[config.mk]
export PLATFORM = sky130hd
export DESIGN_NAME = tdl_tx_diag
export DESIGN_NICKNAME = d
export VERILOG_FILES = /design/src/tdl_pkg.sv /design/src/tdl_pulse_if.sv /design/src/tdl_prbs_gen.sv /design/src/tdl_pulse_shaper.sv /design/src/tdl_tx_diag.sv
export SDC_FILE = /design/constraint.sdc
export NUM_CORES = 1
export LEC_CHECK = 0
export BUFFER_PORTS_ARGS = -buffer_cell sky130_fd_sc_hd__clkbuf_2
export CORE_UTILIZATION = 47
export DETAILED_ROUTE_END_ITERATION = 8
export PLACE_DENSITY = 0.67
export SLEW_MARGIN = 25
export SYNTH_ARGS = -nofsm -noshare
export SYNTH_HDL_FRONTEND = slang
export SYNTH_SLANG_ARGS = --single-unit
[constraint.sdc]
create_clock -name CLK_I -period 4.2 [get_ports CLK_I]
set_input_delay 0 -clock CLK_I [delete_from_list [all_inputs] [get_ports CLK_I]]
set_output_delay 0 -clock CLK_I [all_outputs]
set_load 0.005 [all_outputs]
[src/tdl_pkg.sv]
// constants, register map and field layout for the transmit diagnostic block
//
// Summary of operation
// - forced all-ones overrides system transmit data
// - digital loopback keeps original data despite all-ones
// - diagnostic patterns replace system transmit data
// - digital loopback path intact during diagnostics
// - self-sourced patterns always use single rail
// - auto all-ones only on channels losing signal
// - generate 2^20-1 and 2^15-1 random sequences
// - segment code is sign plus 6-bit magnitude
// - five preset short-haul shape codes 08h-0ch
// - pulse is eight segments, presets fixed
// - arbitrary mode takes segments from registers
// - sign bit one means negative excursion
// - all-ones code gives full-rail magnitude
// - arbitrary segments reset to zero level
// - failure flag after 128 idle clocks
// - flag change pulls interrupt low if enabled
// - status read releases interrupt, clears latch
// - tri-state bit floats line driver
// - analog loopback feeds transmit back to receive
// - remote loopback retransmits recovered line data
// - digital loopback sends system data to receive
// - dual loopback is remote plus digital
package tdl_pkg;

  // register port geometry
  localparam int AW = 8;
  localparam int DW = 16;

  // register offsets (byte addresses, one word each)
  localparam logic [AW-1:0] OFS_CTRL     = 8'h00;
  localparam logic [AW-1:0] OFS_SHAPE    = 8'h04;
  localparam logic [AW-1:0] OFS_SEG_BASE = 8'h08;
  localparam logic [AW-1:0] OFS_STATUS   = 8'h28;

  // control register fields
  localparam int CTRL_W        = 11;
  localparam int CB_FORCE      = 0;   // force_all_ones
  localparam int CB_AUTO       = 1;   // auto_all_ones_on_loss
  localparam int CB_PAT_EN     = 2;   // random pattern enable
  localparam int CB_PAT_SHORT  = 3;   // 0: 2^20-1, 1: 2^15-1
  localparam int CB_TRI        = 4;   // tx_tristate_select
  localparam int CB_LB_ANALOG  = 5;   // local analog loopback
  localparam int CB_LB_REMOTE  = 6;   // remote loopback
  localparam int CB_LB_DIGITAL = 7;   // digital loopback (dual = 6+7)
  localparam int CB_IRQ_EN     = 8;   // driver failure interrupt enable
  localparam int CB_SINGLE     = 9;   // single rail system data
  localparam int CB_TX_RISING  = 10;  // sample system data on rising edge
  localparam logic [CTRL_W-1:0] CTRL_RST = 11'h000;

  // shape register fields
  localparam int SHAPE_W  = 6;
  localparam int SB_ARB   = 5;        // arbitrary pulse mode
  localparam logic [SHAPE_W-1:0] SHAPE_RST = 6'h08;

  // pulse segments
  localparam int SEG_NUM   = 8;
  localparam int SEG_W     = 7;
  localparam int SEG_SIGN  = 6;
  localparam logic [SEG_W-1:0] SEG_RST = 7'h00;
  localparam logic [SEG_NUM*SEG_W-1:0] SEGS_RST = 56'h0;
  localparam logic [1:0] SEG_CYCLES = 2'd2; // clocks per segment

  // preset short-haul codes
  localparam logic [4:0] PRESET_LO = 5'h08;
  localparam logic [4:0] PRESET_HI = 5'h0c;
  // preset segment bases, segment 0 in the low bits
  localparam logic [SEG_NUM*SEG_W-1:0] PRESET_BASE =
    {7'h42, 7'h46, 7'h04, 7'h20, 7'h26, 7'h28, 7'h2c, 7'h22};

  // status register fields
  localparam int ST_FLAG   = 0;       // driver_failure_flag, live
  localparam int ST_CHANGE = 1;       // latched flag change, clear on read
  localparam int ST_LOS    = 2;       // receive_signal_loss, live

  // driver monitor
  localparam logic [7:0] IDLE_LIMIT = 8'd128;

  // pattern generators
  localparam logic [19:0] LFSR_SEED     = 20'h00001;
  localparam logic [3:0]  QRSS_ZERO_MAX = 4'd14;

endpackage

[src/tdl_pulse_if.sv]
// pulse request and dac result between channel logic and shaper
`timescale 1ns/100ps
`default_nettype none
interface tdl_pulse_if;
  logic        start;     // one-cycle pulse request
  logic        negative;  // polarity of requested pulse
  logic        arb_en;    // arbitrary segment mode
  logic [4:0]  code;      // pulse_shape_code
  logic [55:0] segs;      // eight arbitrary segment codes
  logic [6:0]  dac;       // registered dac code
  logic        busy;      // pulse in progress
  modport ctrl   (output start, negative, arb_en, code, segs,
                  input dac, busy);
  modport shaper (input start, negative, arb_en, code, segs,
                  output dac, busy);
endinterface
`default_nettype wire

[src/tdl_prbs_gen.sv]
// random test pattern generator, long and short sequences
`timescale 1ns/100ps
`default_nettype none
module tdl_prbs_gen (
  input  wire logic clk_i,
  input  wire logic srst_i,
  input  wire logic ce_i,
  input  wire logic step_i,     // advance one bit
  input  wire logic short_i,    // select 2^15-1 sequence
  output logic      bit_o       // current pattern bit
);
  import tdl_pkg::*;

  typedef struct packed {
    logic [19:0] lfsr;   // shift state
    logic [3:0]  zrun;   // consecutive zeros sent
    logic        bit_q;  // registered output bit
  } tdl_prbs_st_t;

  tdl_prbs_st_t st, next_st;
  logic         fb;

  // next state: shift on step, cap zero runs on the long sequence
  always_comb begin
    next_st = st;
    fb = short_i ? (st.lfsr[14] ^ st.lfsr[13])
                 : (st.lfsr[19] ^ st.lfsr[16]);
    if (step_i) begin
      next_st.lfsr = {st.lfsr[18:0], fb};
      next_st.bit_q = fb;
      if (!short_i && !fb && st.zrun == QRSS_ZERO_MAX) begin
        next_st.bit_q = 1'b1;
      end
      next_st.zrun = next_st.bit_q ? 4'd0 : st.zrun + 4'd1;
      // a mode switch can leave the short window empty; reseed it
      if (short_i && next_st.lfsr[14:0] == 15'h0) begin
        next_st.lfsr = LFSR_SEED;
      end
    end
  end

  // state register
  always_ff @(posedge clk_i) begin
    if (srst_i) begin
      st <= '{lfsr: LFSR_SEED, zrun: 4'd0, bit_q: 1'b0};
    end else if (ce_i) begin
      st <= next_st;
    end
  end

  assign bit_o = st.bit_q;

  property p_zero_run;
    @(posedge clk_i) disable iff (srst_i)
      st.zrun <= QRSS_ZERO_MAX;
  endproperty
  a_zero_run: assert property (p_zero_run)
    else $error("zero run exceeds limit");

  property p_lfsr_live;
    @(posedge clk_i) disable iff (srst_i)
      (ce_i && step_i && !short_i) |=> st.lfsr != 20'h0;
  endproperty
  a_lfsr_live: assert property (p_lfsr_live)
    else $error("long lfsr locked at zero");
endmodule
`default_nettype wire

[src/tdl_pulse_shaper.sv]
// eight-segment pulse shaper driving the line dac code
`timescale 1ns/100ps
`default_nettype none
module tdl_pulse_shaper (
  input  wire logic   clk_i,
  input  wire logic   srst_i,
  input  wire logic   ce_i,
  tdl_pulse_if.shaper pif
);
  import tdl_pkg::*;

  typedef struct packed {
    logic       busy;     // pulse running
    logic [2:0] idx;      // current segment
    logic [1:0] cnt;      // clocks spent in segment
    logic       neg;      // pulse polarity
    logic [6:0] dac;      // registered dac code
    logic [4:0] age;      // busy clocks since the last request, saturating
  } tdl_shp_st_t;

  tdl_shp_st_t st, next_st;

  // segment code for one index: preset table or arbitrary register
  function automatic logic [6:0] seg_code(input logic arb,
      input logic [4:0] code, input logic [55:0] segs,
      input logic [2:0] idx, input logic neg);
    logic [6:0] v;
    logic [5:0] mag;
    v = 7'h00;
    mag = 6'h00;
    if (arb) begin
      v = segs[idx*SEG_W +: SEG_W];
    end else if (code >= PRESET_LO && code <= PRESET_HI) begin
      v = PRESET_BASE[idx*SEG_W +: SEG_W];
      // longer cable ranges lift the main lobe a little
      if (!v[SEG_SIGN]) begin
        mag = v[5:0] + {1'b0, code - PRESET_LO};
        v = {1'b0, mag};
      end
    end
    // a negative pulse mirrors each segment about zero
    if (neg && v[5:0] != 6'h0) begin
      v[SEG_SIGN] = ~v[SEG_SIGN];
    end
    return v;
  endfunction

  // step through eight segments, restart on a new request
  always_comb begin
    next_st = st;
    if (pif.start) begin
      next_st.busy = 1'b1;
      next_st.idx  = 3'd0;
      next_st.cnt  = 2'd0;
      next_st.neg  = pif.negative;
    end else if (st.busy) begin
      if (st.cnt == SEG_CYCLES - 2'd1) begin
        next_st.cnt = 2'd0;
        next_st.idx = st.idx + 3'd1;
        if (st.idx == 3'(SEG_NUM - 1)) begin
          next_st.busy = 1'b0;
        end
      end else begin
        next_st.cnt = st.cnt + 2'd1;
      end
    end
    if (next_st.busy) begin
      next_st.dac = seg_code(pif.arb_en, pif.code, pif.segs,
                             next_st.idx, next_st.neg);
    end else begin
      next_st.dac = 7'h00; // zero level between pulses
    end
    // pulse age for the length check; held at its top, never wraps
    if (pif.start) begin
      next_st.age = 5'h00;
    end else if (st.busy && st.age != 5'h1f) begin
      next_st.age = st.age + 5'h01;
    end
  end

  // state register
  always_ff @(posedge clk_i) begin
    if (srst_i) begin
      st <= '0;
    end else if (ce_i) begin
      st <= next_st;
    end
  end

  assign pif.dac  = st.dac;
  assign pif.busy = st.busy;

  property p_arb_zero;
    @(posedge clk_i) disable iff (srst_i)
      (ce_i && pif.arb_en && pif.segs == SEGS_RST) |=> st.dac == 7'h00;
  endproperty
  a_arb_zero: assert property (p_arb_zero)
    else $error("zero segments gave nonzero dac");

  property p_pulse_len;
    @(posedge clk_i) disable iff (srst_i || !ce_i)
      $fell(st.busy) |-> st.age == 5'(SEG_NUM * SEG_CYCLES);
  endproperty
  a_pulse_len: assert property (p_pulse_len)
    else $error("pulse not sixteen clocks long");
endmodule
`default_nettype wire

[src/tdl_tx_diag.sv]
// per-channel transmit source select, loopbacks, driver monitor, registers
//
// The placing of the registers and the strobed register port were chosen for this implementation.
`timescale 1ns/100ps
`default_nettype none
module tdl_tx_diag (
  input  wire logic                 CLK_I,
  input  wire logic                 SRST_I,
  input  wire logic                 CE_I,
  input  wire logic [tdl_pkg::AW-1:0] ADDR_I,
  input  wire logic [tdl_pkg::DW-1:0] WDATA_I,
  input  wire logic                 WE_I,
  input  wire logic                 RE_I,
  output logic      [tdl_pkg::DW-1:0] RDATA_O,
  input  wire logic                 TX_CLK_I,
  input  wire logic                 TX_POS_I,
  input  wire logic                 TX_NEG_I,
  input  wire logic                 RX_CLK_I,
  input  wire logic                 RX_POS_I,
  input  wire logic                 RX_NEG_I,
  input  wire logic                 RX_LOS_I,
  output logic      [6:0]           LINE_DAC_O,
  output logic                      LINE_OE_N_O,
  output logic                      RX_CLK_O,
  output logic                      RX_POS_O,
  output logic                      RX_NEG_O,
  output logic                      DRV_FAIL_O,
  output logic                      IRQ_N_O
);
  import tdl_pkg::*;

  typedef struct packed {
    logic [2:0]          sclk_sy;  // system clock synchroniser + history
    logic [1:0]          spos_sy;  // system positive data synchroniser
    logic [1:0]          sneg_sy;  // system negative data synchroniser
    logic [2:0]          rclk_sy;  // recovered clock synchroniser + history
    logic [1:0]          lpos_sy;  // recovered positive data
    logic [1:0]          lneg_sy;  // recovered negative data
    logic [1:0]          los_sy;   // receive_signal_loss
    logic [CTRL_W-1:0]   ctrl;     // control register
    logic [SHAPE_W-1:0]  shape;    // shape register
    logic [55:0]         segs;     // arbitrary segment codes
    logic [7:0]          idle_cnt; // bit periods without a pulse
    logic                flag;     // driver_failure_flag
    logic                change;   // latched flag change
    logic                irq_n;    // interrupt, active low
    logic                ami_neg;  // next ami mark is negative
    logic                start;    // pulse request to shaper
    logic                start_neg;// its polarity
    logic                oe_n;     // line driver enable, active low
    logic                lb_p;     // last sent positive mark
    logic                lb_n;     // last sent negative mark
    logic [DW-1:0]       rdata;    // read data, one cycle
    logic                rx_clk;   // receive clock to system
    logic                rx_pos;   // rx_pos_data_out
    logic                rx_neg;   // rx_neg_data_out
  } tdl_main_st_t;

  tdl_main_st_t st, next_st;

  tdl_pulse_if pif ();

  // pattern generator wiring
  logic pat_bit;
  logic pat_step;

  // decoded strobes and modes
  logic tx_edge;
  logic rx_edge;
  logic strobe;
  logic lb_remote;
  logic lb_digital;
  logic lb_analog;
  logic all_ones;
  logic use_ami;
  logic ami_bit;
  logic mark_p;
  logic mark_n;
  logic send;
  logic seg_hit_w;
  logic seg_hit_r;
  logic [2:0] seg_w;
  logic [2:0] seg_r;
  logic rd_status;
  logic flag_ev;

  // segment register decode, shared by the write and read paths
  function automatic logic seg_decode(input logic [AW-1:0] a,
                                      output logic [2:0] idx);
    logic [AW-1:0] d;
    d = a - OFS_SEG_BASE;
    idx = d[4:2];
    return a >= OFS_SEG_BASE && d < 8'(SEG_NUM * 4) && d[1:0] == 2'b00;
  endfunction

  tdl_prbs_gen u_prbs (
    .clk_i   (CLK_I),
    .srst_i  (SRST_I),
    .ce_i    (CE_I),
    .step_i  (pat_step),
    .short_i (st.ctrl[CB_PAT_SHORT]),
    .bit_o   (pat_bit)
  );

  tdl_pulse_shaper u_shaper (
    .clk_i  (CLK_I),
    .srst_i (SRST_I),
    .ce_i   (CE_I),
    .pif    (pif.shaper)
  );

  // request side of the shaper comes straight from registers
  assign pif.start    = st.start;
  assign pif.negative = st.start_neg;
  assign pif.arb_en   = st.shape[SB_ARB];
  assign pif.code     = st.shape[4:0];
  assign pif.segs     = st.segs;

  // next-state logic for the whole channel
  always_comb begin
    next_st = st;
    // synchronisers: the first stage feeds only the second
    next_st.sclk_sy = {st.sclk_sy[1:0], TX_CLK_I};
    next_st.spos_sy = {st.spos_sy[0], TX_POS_I};
    next_st.sneg_sy = {st.sneg_sy[0], TX_NEG_I};
    next_st.rclk_sy = {st.rclk_sy[1:0], RX_CLK_I};
    next_st.lpos_sy = {st.lpos_sy[0], RX_POS_I};
    next_st.lneg_sy = {st.lneg_sy[0], RX_NEG_I};
    next_st.los_sy  = {st.los_sy[0], RX_LOS_I};

    // bit strobes: system clock on the chosen edge, recovered on rising
    tx_edge = st.ctrl[CB_TX_RISING]
            ? ( st.sclk_sy[1] && !st.sclk_sy[2])
            : (!st.sclk_sy[1] &&  st.sclk_sy[2]);
    rx_edge = st.rclk_sy[1] && !st.rclk_sy[2];

    lb_remote  = st.ctrl[CB_LB_REMOTE];
    lb_digital = st.ctrl[CB_LB_DIGITAL];
    lb_analog  = st.ctrl[CB_LB_ANALOG];
    all_ones   = st.ctrl[CB_FORCE]
               || (st.ctrl[CB_AUTO] && st.los_sy[1]);

    // remote loopback clocks the line from the recovered clock
    strobe = lb_remote ? rx_edge : tx_edge;

    // transmit source in priority order
    use_ami = 1'b1;
    ami_bit = 1'b0;
    mark_p  = 1'b0;
    mark_n  = 1'b0;
    if (lb_remote) begin
      // recovered bipolar marks, system inputs ignored
      use_ami = 1'b0;
      mark_p  = st.lpos_sy[1];
      mark_n  = st.lneg_sy[1];
    end else if (all_ones) begin
      ami_bit = 1'b1;
    end else if (st.ctrl[CB_PAT_EN]) begin
      ami_bit = pat_bit;
    end else if (st.ctrl[CB_SINGLE]) begin
      ami_bit = st.spos_sy[1];
    end else begin
      use_ami = 1'b0;
      mark_p  = st.spos_sy[1];
      mark_n  = st.sneg_sy[1];
    end
    if (use_ami) begin
      mark_p = ami_bit && !st.ami_neg;
      mark_n = ami_bit &&  st.ami_neg;
    end

    // pattern advances once per system bit while it is the source
    pat_step = tx_edge && st.ctrl[CB_PAT_EN] && !lb_remote && !all_ones;

    // a floating driver sends nothing; both marks at once is no pulse
    send = strobe && (mark_p ^ mark_n) && !st.ctrl[CB_TRI];
    next_st.start     = send;
    next_st.start_neg = mark_n;
    next_st.oe_n      = st.ctrl[CB_TRI];
    if (strobe && use_ami && ami_bit) begin
      next_st.ami_neg = !st.ami_neg;
    end
    if (strobe) begin
      next_st.lb_p = send && mark_p;
      next_st.lb_n = send && mark_n;
    end

    // driver monitor counts line bit periods with no pulse
    if (strobe) begin
      if (send) begin
        next_st.idle_cnt = 8'd0;
        next_st.flag     = 1'b0;
      end else if (st.idle_cnt == IDLE_LIMIT) begin
        next_st.flag     = 1'b1;
      end else begin
        next_st.idle_cnt = st.idle_cnt + 8'd1;
      end
    end
    flag_ev   = (next_st.flag != st.flag) && st.ctrl[CB_IRQ_EN];
    rd_status = RE_I && ADDR_I == OFS_STATUS;
    // a new change in the reading cycle stays latched
    next_st.change = flag_ev || (st.change && !rd_status);
    next_st.irq_n  = !next_st.change;

    // receive side toward the system
    if (lb_digital) begin
      // original system data, untouched by any transmit override
      next_st.rx_clk = st.sclk_sy[1];
      next_st.rx_pos = st.spos_sy[1];
      next_st.rx_neg = st.sneg_sy[1];
    end else if (lb_analog) begin
      // line receive marks ignored, transmit fed back; remote mode keeps the recovered clock
      next_st.rx_clk = lb_remote ? st.rclk_sy[1] : st.sclk_sy[1];
      next_st.rx_pos = st.lb_p;
      next_st.rx_neg = st.lb_n;
    end else begin
      next_st.rx_clk = st.rclk_sy[1];
      next_st.rx_pos = st.lpos_sy[1];
      next_st.rx_neg = st.lneg_sy[1];
    end

    // register writes
    seg_hit_w = seg_decode(ADDR_I, seg_w);
    if (WE_I) begin
      if (ADDR_I == OFS_CTRL) begin
        next_st.ctrl = WDATA_I[CTRL_W-1:0];
      end else if (ADDR_I == OFS_SHAPE) begin
        next_st.shape = WDATA_I[SHAPE_W-1:0];
      end else if (seg_hit_w) begin
        next_st.segs[seg_w*SEG_W +: SEG_W] = WDATA_I[SEG_W-1:0];
      end
    end

    // register reads: data only in the cycle after the strobe
    seg_hit_r = seg_decode(ADDR_I, seg_r);
    next_st.rdata = '0;
    if (RE_I) begin
      if (ADDR_I == OFS_CTRL) begin
        next_st.rdata = DW'(st.ctrl);
      end else if (ADDR_I == OFS_SHAPE) begin
        next_st.rdata = DW'(st.shape);
      end else if (seg_hit_r) begin
        next_st.rdata = DW'(st.segs[seg_r*SEG_W +: SEG_W]);
      end else if (rd_status) begin
        next_st.rdata = DW'({st.los_sy[1], st.change, st.flag});
      end
    end
  end

  // state register; clock enable freezes everything
  always_ff @(posedge CLK_I) begin
    if (SRST_I) begin
      st       <= '0;
      st.ctrl  <= CTRL_RST;
      st.shape <= SHAPE_RST;
      st.segs  <= SEGS_RST;
      st.irq_n <= 1'b1;
    end else if (CE_I) begin
      st <= next_st;
    end
  end

  // outputs straight from flops
  assign RDATA_O     = st.rdata;
  assign LINE_DAC_O  = pif.dac;
  assign LINE_OE_N_O = st.oe_n;
  assign RX_CLK_O    = st.rx_clk;
  assign RX_POS_O    = st.rx_pos;
  assign RX_NEG_O    = st.rx_neg;
  assign DRV_FAIL_O  = st.flag;
  assign IRQ_N_O     = st.irq_n;

  property p_force_ones;
    @(posedge CLK_I) disable iff (SRST_I)
      (CE_I && tx_edge && st.ctrl[CB_FORCE] && !lb_remote
       && !st.ctrl[CB_TRI]) |=> st.start;
  endproperty
  a_force_ones: assert property (p_force_ones)
    else $error("forced all-ones missed a mark");

  property p_digital_loop;
    @(posedge CLK_I) disable iff (SRST_I)
      (CE_I && lb_digital) |=> RX_POS_O == $past(st.spos_sy[1]);
  endproperty
  a_digital_loop: assert property (p_digital_loop)
    else $error("digital loopback lost system data");

  property p_tristate;
    @(posedge CLK_I) disable iff (SRST_I)
      (CE_I && st.ctrl[CB_TRI]) |=> LINE_OE_N_O && !st.start;
  endproperty
  a_tristate: assert property (p_tristate)
    else $error("driver not floated");

  property p_flag_rise;
    @(posedge CLK_I) disable iff (SRST_I)
      $rose(st.flag) |-> $past(st.idle_cnt) == IDLE_LIMIT;
  endproperty
  a_flag_rise: assert property (p_flag_rise)
    else $error("failure flag at wrong idle count");

  property p_irq_on_change;
    @(posedge CLK_I) disable iff (SRST_I)
      (CE_I && st.ctrl[CB_IRQ_EN] && next_st.flag != st.flag)
      |=> !IRQ_N_O;
  endproperty
  a_irq_on_change: assert property (p_irq_on_change)
    else $error("interrupt missed flag change");

  property p_read_release;
    @(posedge CLK_I) disable iff (SRST_I)
      (CE_I && RE_I && ADDR_I == OFS_STATUS && !flag_ev)
      |=> IRQ_N_O && !st.change;
  endproperty
  a_read_release: assert property (p_read_release)
    else $error("status read did not release interrupt");
endmodule
`default_nettype wire

==> impl_metrics.yaml, run 1 <==
worst_hold_path:
  hold_class: "input port to flip-flop"
  worstHoldStart: "SRST_I"
  whs_path_depth: 2
yosys:
  ys.flop_type: "dfxtp_1"
  syn-cell-area_sq_um: 8160
  ys_ff_latch: 159
  synth_edf_count: 0
  yosysWarnings: 0
  async_flop_share_pct: 0
  yosysUniqueCellTypes: 66
  yosysSeqAreaShare_pct: 39.0
  syn_inst: 933
  syn_area_per_cell_sq_um: 8.74
clock_tree:
  cts_tree: "done"
  clk_pin_slew_ns: 0.06
  cts_inserted_buffers: 17
  htree_levels: 4
  cts_sinks: 159
  cts-root-buf: "clkbuf_16"
  clock_latency_ns: 0.43
  clock_path_buffers: 2
  postCtsSetupBuffers: 0
route:
  drt-total-wl_mm: 20.7
  routed-via-count: 6706
  ant_nets: 0
  via_per_inst: 5.59
  wl_per_cell_um: 17.2
  drtPass1Iterations: 7
  drtIter0Drc: 551
  drc: 0
final_layout:
  final_common_cell: "dfxtp_1"
  utilization_pct: 54.9
  area_growth_pct: 12.7
  finalNetCount: 1024
  layout_common_cells: "dfxtp_1 (159), nor2_1 (154), nand2_1 (111)"
  drive_above_1_share_pct: 13.2
  antenna_cells: 0
sta:
  worst_pin_slew_ns: 0.944
  setup_viol: 0
  timing.final.crit_share_pct: 92.7
  final_max_slew_viol_count: 0
  finalWorstSetupSlack_ns: 0.307
  setup_tns_ns: 0
  finalClockSkew_ns: 0.00854
  finalHoldWorstSlack_ns: 0.0919
  relSlewSlack_pct: 36.6
  period_needed_ns: 3.89
  final_hold_viol_count: 0
  fmax_ghz: 0.257
worst_setup_path:
  r2r_start: "u_shaper.st[16]"
  critPathMaxFanout: 7
  startpoint: "u_shaper.st[16]"
  cp.arrival_ns: 4.25
  critPathKind: "flip-flop to flip-flop"
  cp.required_ns: 4.55
  worst_setup_path_end_kind: "flip-flop"
  reg2regPathDepth: 17
  startpoint_type: "flip-flop"
floorplanning:
  core_area_sq_um: 16800
  die_h_um: 134
  rows: 47
  io_pins: 65
  start_util_pct: 48.7
  dieArea_sq_um: 17900
  dieWidth_um: 134
power_and_ir_drop:
  vdd_drop_max_mv: 0.286
  cellLeakagePower_nw: 3.98
  power.density_nw_per_um2: 349
  total_power_mw: 3.21
placed_design:
  place_ws_ns: 0.258
  dp_hpwl_mm: 14.1
  place.gp.congestion: 0.930
  io_buffer_count: 54
global_route:
  antenna_found_initial: 0
  overflow: 0
  grt_pass1_wl_mm: 33.2
  grt_pass1_vias: 6143
  grt_util_all_layers_pct: 23.9
  grt_max_degree: 78
status:
  status: "complete, no violations"
flow_run:
  drv_cap: 0
## cells by family (layout without fill, tap and decap cells)
kind of cell    after synthesis  count (layout)  share of synthesized area, %
compound gates              153             153                          12.3
xor+xnor                     18              18                          2.02
fa+ha+maj                    19              19                          3.01
buf+inv                      97             140                          5.91
flops                       159             159                          39.0
mux                         132             132                          18.6
other cells                   1               5                        0.0460
simple gates                354             354                          19.1
## final timing paths
check                        endpoint  slack (ns)
setup / recovery  u_shaper.pif.dac[6]        0.31
hold / removal            LINE_OE_N_O        0.09
setup reg to reg  u_shaper.pif.dac[6]        0.31
hold reg to reg         u_prbs.st[20]        0.46
## cells in the mapped netlist (3+ instances only)
cell	instances	area, sq um
mux2_2	6	67.6
a32oi_1	6	52.6
nor2_1	154	578
a21o_1	3	22.5
buf_6	3	33.8
and3_1	8	50.1
and2_1	20	125
nor3_1	4	20.0
a22oi_1	13	97.6
buf_1	7	26.3
xor2_1	12	105
mux4_2	14	315
a211oi_1	6	45.0
nand3_1	16	80.1
nor4_1	8	50.1
nand4_1	7	43.8
dfxtp_1	159	3180
o22ai_1	6	37.5
o211a_1	3	30.0
ha_1	18	225
a21oi_1	60	300
nand2b_1	4	25.0
nor2b_1	3	18.8
xnor2_1	5	43.8
o21a_1	3	22.5
mux2i_1	109	1090
nand2_1	111	417
buf_2	7	35.0
nand3b_1	6	45.0
o21bai_1	4	30.0
inv_1	25	93.8
a31oi_1	3	18.8
buf_4	23	173
o21ai_0	19	95.1
clkbuf_1	31	116
a221oi_1	8	70.1
or3_1	4	25.0
## power by group
group	leakage [nW]	internal [mW]	switching, mW	total, mW
clock network	0.276	0.890	0.633	1.52
logic	2.42	0.0607	0.104	0.165
registers	1.28	1.52	0.00693	1.52
total	3.98	2.47	0.743	3.21
## state kept, by name, indices dropped and copies added (netlist names), 5 cells and up
name and count:
pif.segs 56, u_shaper.pif.dac 7, st 26, RDATA_O 11, pif.code 5, u_shaper.st 6
next_st 10, u_prbs.st 24
## stage by stage
step,instance area [sq um],cells
after CTS,9190,1200
after global placement,8430,1152
final,9200,1200
after detailed placement,8430,1152
after global routing,9200,1200
after floorplan,8170,937
## per-layer routing
layer | up-vias | GRT usage (%) | wire length (um)
met4 | 0 | 10.4 | 594
met3 | 37 | 5.78 | 1530
met1 | 3121 | 32.8 | 9550
met2 | 239 | 35.6 | 8970
met5 | - | 0 | 0
li1 | 3309 | - | -
## worst max-delay path, stage by stage (launching register included)
cell and delay [ns]:
dfxtp_1 0.43, ha_1 0.31, nor2b_1 0.15, mux2_4 0.27, inv_2 0.06, ha_1 0.24
o21bai_1 0.16, ha_1 0.19, inv_1 0.06, fa_1 0.39, nand2b_1 0.16, a21oi_1 0.22
nor2_1 0.06, a211oi_1 0.29, a2bb2oi_2 0.20, nand2_1 0.08, or3_1 0.38, a31oi_1 0.16
## layout make-up
type	instances	area (sq um)
fillers	1552	7560
multi-input cells	681	4520
flip-flops and latches	159	3180
repair buffers	84	543
clock buffers	19	443
well taps	220	275
clock inverters	11	133
inverters	26	97.6
## what timing repair did
action / 4_1_cts / 5_1_grt
gates resized for setup: 0 / 2
endpoints found under the hold margin: 34 / 0
hold buffers: 18 / 0
setup endpoints to repair: 0 / 1
Note: power is estimated with default switching activity, not from simulation.
==> inputs of run 2 (changes only) <==
- ABC_AREA: not set -> 1
==> impl_metrics.yaml, run 2 <==
status:
  status: "complete, no violations"
route:
  drtPass1Iterations: 6
  drtIter0Drc: 658
  drt-total-wl_mm: 23.2
  via_per_inst: 5.49
  routed-via-count: 7942
  drc: 0
  wl_per_cell_um: 16.1
  ant_nets: 0
global_route:
  grt_max_degree: 59
  grt_pass1_vias: 7101
  overflow: 0
  grt_pass1_wl_mm: 37.0
  antenna_found_initial: 0
  grt_util_all_layers_pct: 26.0
yosys:
  synthMostInstantiatedCell: "nand2_1"
  ys.flop_type: "dfxtp_1"
  async_flop_share_pct: 0
  synth_xor_area_share_pct: 1.16
  syn_area_per_cell_sq_um: 7.10
  synth_area_leaders: "dfxtp_1 (38%), a21oi_1 (9.4%), o21ai_0 (8.5%)"
  synth_commonest_cells: "nand2_1 (166), dfxtp_1 (159), a21oi_1 (158)"
  synth_top_family_by_area: "simple AND/OR/NAND/NOR gates"
  synth_top_area_share_pct: 37.9
  synth_fa_ha_area_share_pct: 2.92
  syn_inst: 1184
  ys_ff_latch: 159
  synth_edf_count: 0
  syn-cell-area_sq_um: 8400
  synth_compound_area_share_pct: 23.2
  yosys.area.top_type: "dfxtp_1"
  yosys.area_share.simple_pct: 23.2
  yosysWarnings: 0
  yosysSeqAreaShare_pct: 37.9
  yosysUniqueCellTypes: 49
  yosys-mux-area-fraction_pct: 0
placed_design:
  io_buffer_count: 54
  postPlaceCellArea_sq_um: 8600
  place_ws_ns: 0.834
  place.gp.congestion: 0.904
  dp_hpwl_mm: 16.0
final_layout:
  layout_common_cells: "nand2_1 (166), dfxtp_1 (159), a21oi_1 (158)"
  fin_area_sq_um: 9410
  drive_above_1_share_pct: 12.6
  top_register: "pif.segs"
  final_common_cell: "nand2_1"
  largest_reg_flops: 56
  area_growth_pct: 11.9
  finalNetCount: 1264
  utilization_pct: 54.2
  antenna_cells: 0
  top_regs: "pif.segs: 56 flops, st: 26 flops, u_prbs.st: 24 flops"
worst_setup_path:
  crit_slowest_cell: "fa_1"
  cp.arrival_ns: 3.69
  critPathMaxFanout: 13
  worst_setup_path_end_kind: "flip-flop"
  critPathKind: "flip-flop to flip-flop"
  cp.required_ns: 4.47
  critPathMaxStageDelay_ns: 0.41
  path_cells: "ha_1 > inv_1 > nand2_2 > nand3_4 > ha_1 > nand2_1 > o21ai_0 > inv_1 > ha_1 > inv_1 > fa_1 > nor2_1 > nor2_1 > nor2_1 > nand3b_1 > nand3_1 > nand2_1 > nor2_1 > nand3_1 > nand2_1 > nand2_1 > nand3_1 > a21oi_2"
  startpoint_type: "flip-flop"
clock_tree:
  clock_path_buffers: 2
  clk_pin_slew_ns: 0.07
  clock_latency_ns: 0.43
  cts_tree: "done"
  htree_levels: 4
  cts_inserted_buffers: 17
  cts-root-buf: "clkbuf_16"
  cts_sinks: 159
floorplanning:
  start_util_pct: 48.4
  io_pins: 65
  rows: 48
  dieArea_sq_um: 18400
  core_area_sq_um: 17400
  dieWidth_um: 136
  die_h_um: 136
sta:
  relSlewSlack_pct: 35.9
  rsz0062_at_grt: "no"
  finalClockSkew_ns: 0.0125
  fmax_ghz: 0.293
  final_max_slew_viol_count: 0
  setup_tns_ns: 0
  period_needed_ns: 3.42
  timing.final.crit_share_pct: 81.4
  setup_viol: 0
  worst_pin_slew_ns: 0.961
  finalWorstSetupSlack_ns: 0.783
  finalHoldWorstSlack_ns: 0.150
  final_hold_viol_count: 0
power_and_ir_drop:
  power.density_nw_per_um2: 374
  power_frac_clock_pct: 46.8
  p_int_mw: 2.61
  cellLeakagePower_nw: 3.73
  p_sw_mw: 0.902
  combPwrFrac_pct: 9.5
  swShare_pct: 25.7
  sequentialPowerShare_pct: 43.8
  vdd_drop_max_mv: 0.333
flow_run:
  drv_cap: 0
worst_hold_path:
  hold_class: "input port to flip-flop"
run 2: cell count changes after synthesis, sizes merged, moves of 37 or more:
cell,previous run,this run
o21ai,19,164
nand3,16,53
inv,26,136
a21oi,61,162
mux2i,110,0
nand2,111,176
run 2: worst max-delay path, delay by kind of cell, from the launching register on:
kind | cells | cell delay (ns)
DFF | 1 | 0.36
AOI/OAI and AO/OA | 2 | 0.15
adders and majority gates | 4 | 1.26
and+or+nand+nor | 14 | 1.34
buffers and inverters | 3 | 0.15
run 2: worst paths after layout:
check / startpoint / endpoint / slack [ns] / cells past startpoint
worst max-delay path: u_shaper.st[15] / u_shaper.pif.dac[6] / 0.78 / 23
worst min-delay path: WE_I / pif.code[1] / 0.15 / 3
worst max register to register: u_shaper.st[15] / u_shaper.pif.dac[6] / 0.78 / 23
worst min register to register: u_prbs.st[20] / u_prbs.st[21] / 0.46 / 2
run 2: cell type report:
| cell class | instances | area, sq um |
|---|---|---|
| Multi-Input combinational cell | 809 | 4260 |
| Timing Repair Buffer | 83 | 533 |
| Clock inverter | 12 | 170 |
| Sequential cell | 159 | 3180 |
| Fill cell | 1710 | 7950 |
| Clock buffer | 19 | 453 |
| Inverter | 139 | 528 |
| Tap cell | 225 | 282 |
run 2: repair_timing:
action                                  CTS  global route
buffers inserted                          0             0
endpoints found under the setup margin    0             0
endpoints found under the hold margin    28             0
hold buffers                             18             0
gates resized for setup                   0             0
run 2: layer usage:
| metal | global-route usage (%) | wire length, um | vias up |
|---|---|---|---|
| met1 | 36.6 | 10800 | 3635 |
| met3 | 4.30 | 1570 | 37 |
| met4 | 8.99 | 514 | 0 |
| met5 | 0 | 0 | - |
| li1 | - | - | 3978 |
| met2 | 40.1 | 10400 | 292 |
run 2: kinds of logic after synthesis:
group,count (synthesis)
and+or+nand+nor,412
adders and majority gates,19
AOI/OAI and AO/OA,364
other,1
buffers and inverters,220
xor gates and xnor gates,9
DFF,159
run 2: power groups by stage:
stage	clock, mW	combinational [mW]	sequential [mW]
2_1_floorplan	0	0.228	1.57
3_3_place_gp	0	0.311	1.57
3_5_place_dp	0	0.312	1.57
4_1_cts	1.67	0.328	1.54
5_1_grt	1.73	0.366	1.54
6_report	1.64	0.332	1.54
run 2: stage by stage:
step | power [mW] | instances
floorplan | 1.80 | 1188
global placement | 1.88 | 1397
detailed placement | 1.88 | 1397
CTS | 3.53 | 1446
global route | 3.64 | 1446
finish | 3.51 | 1446
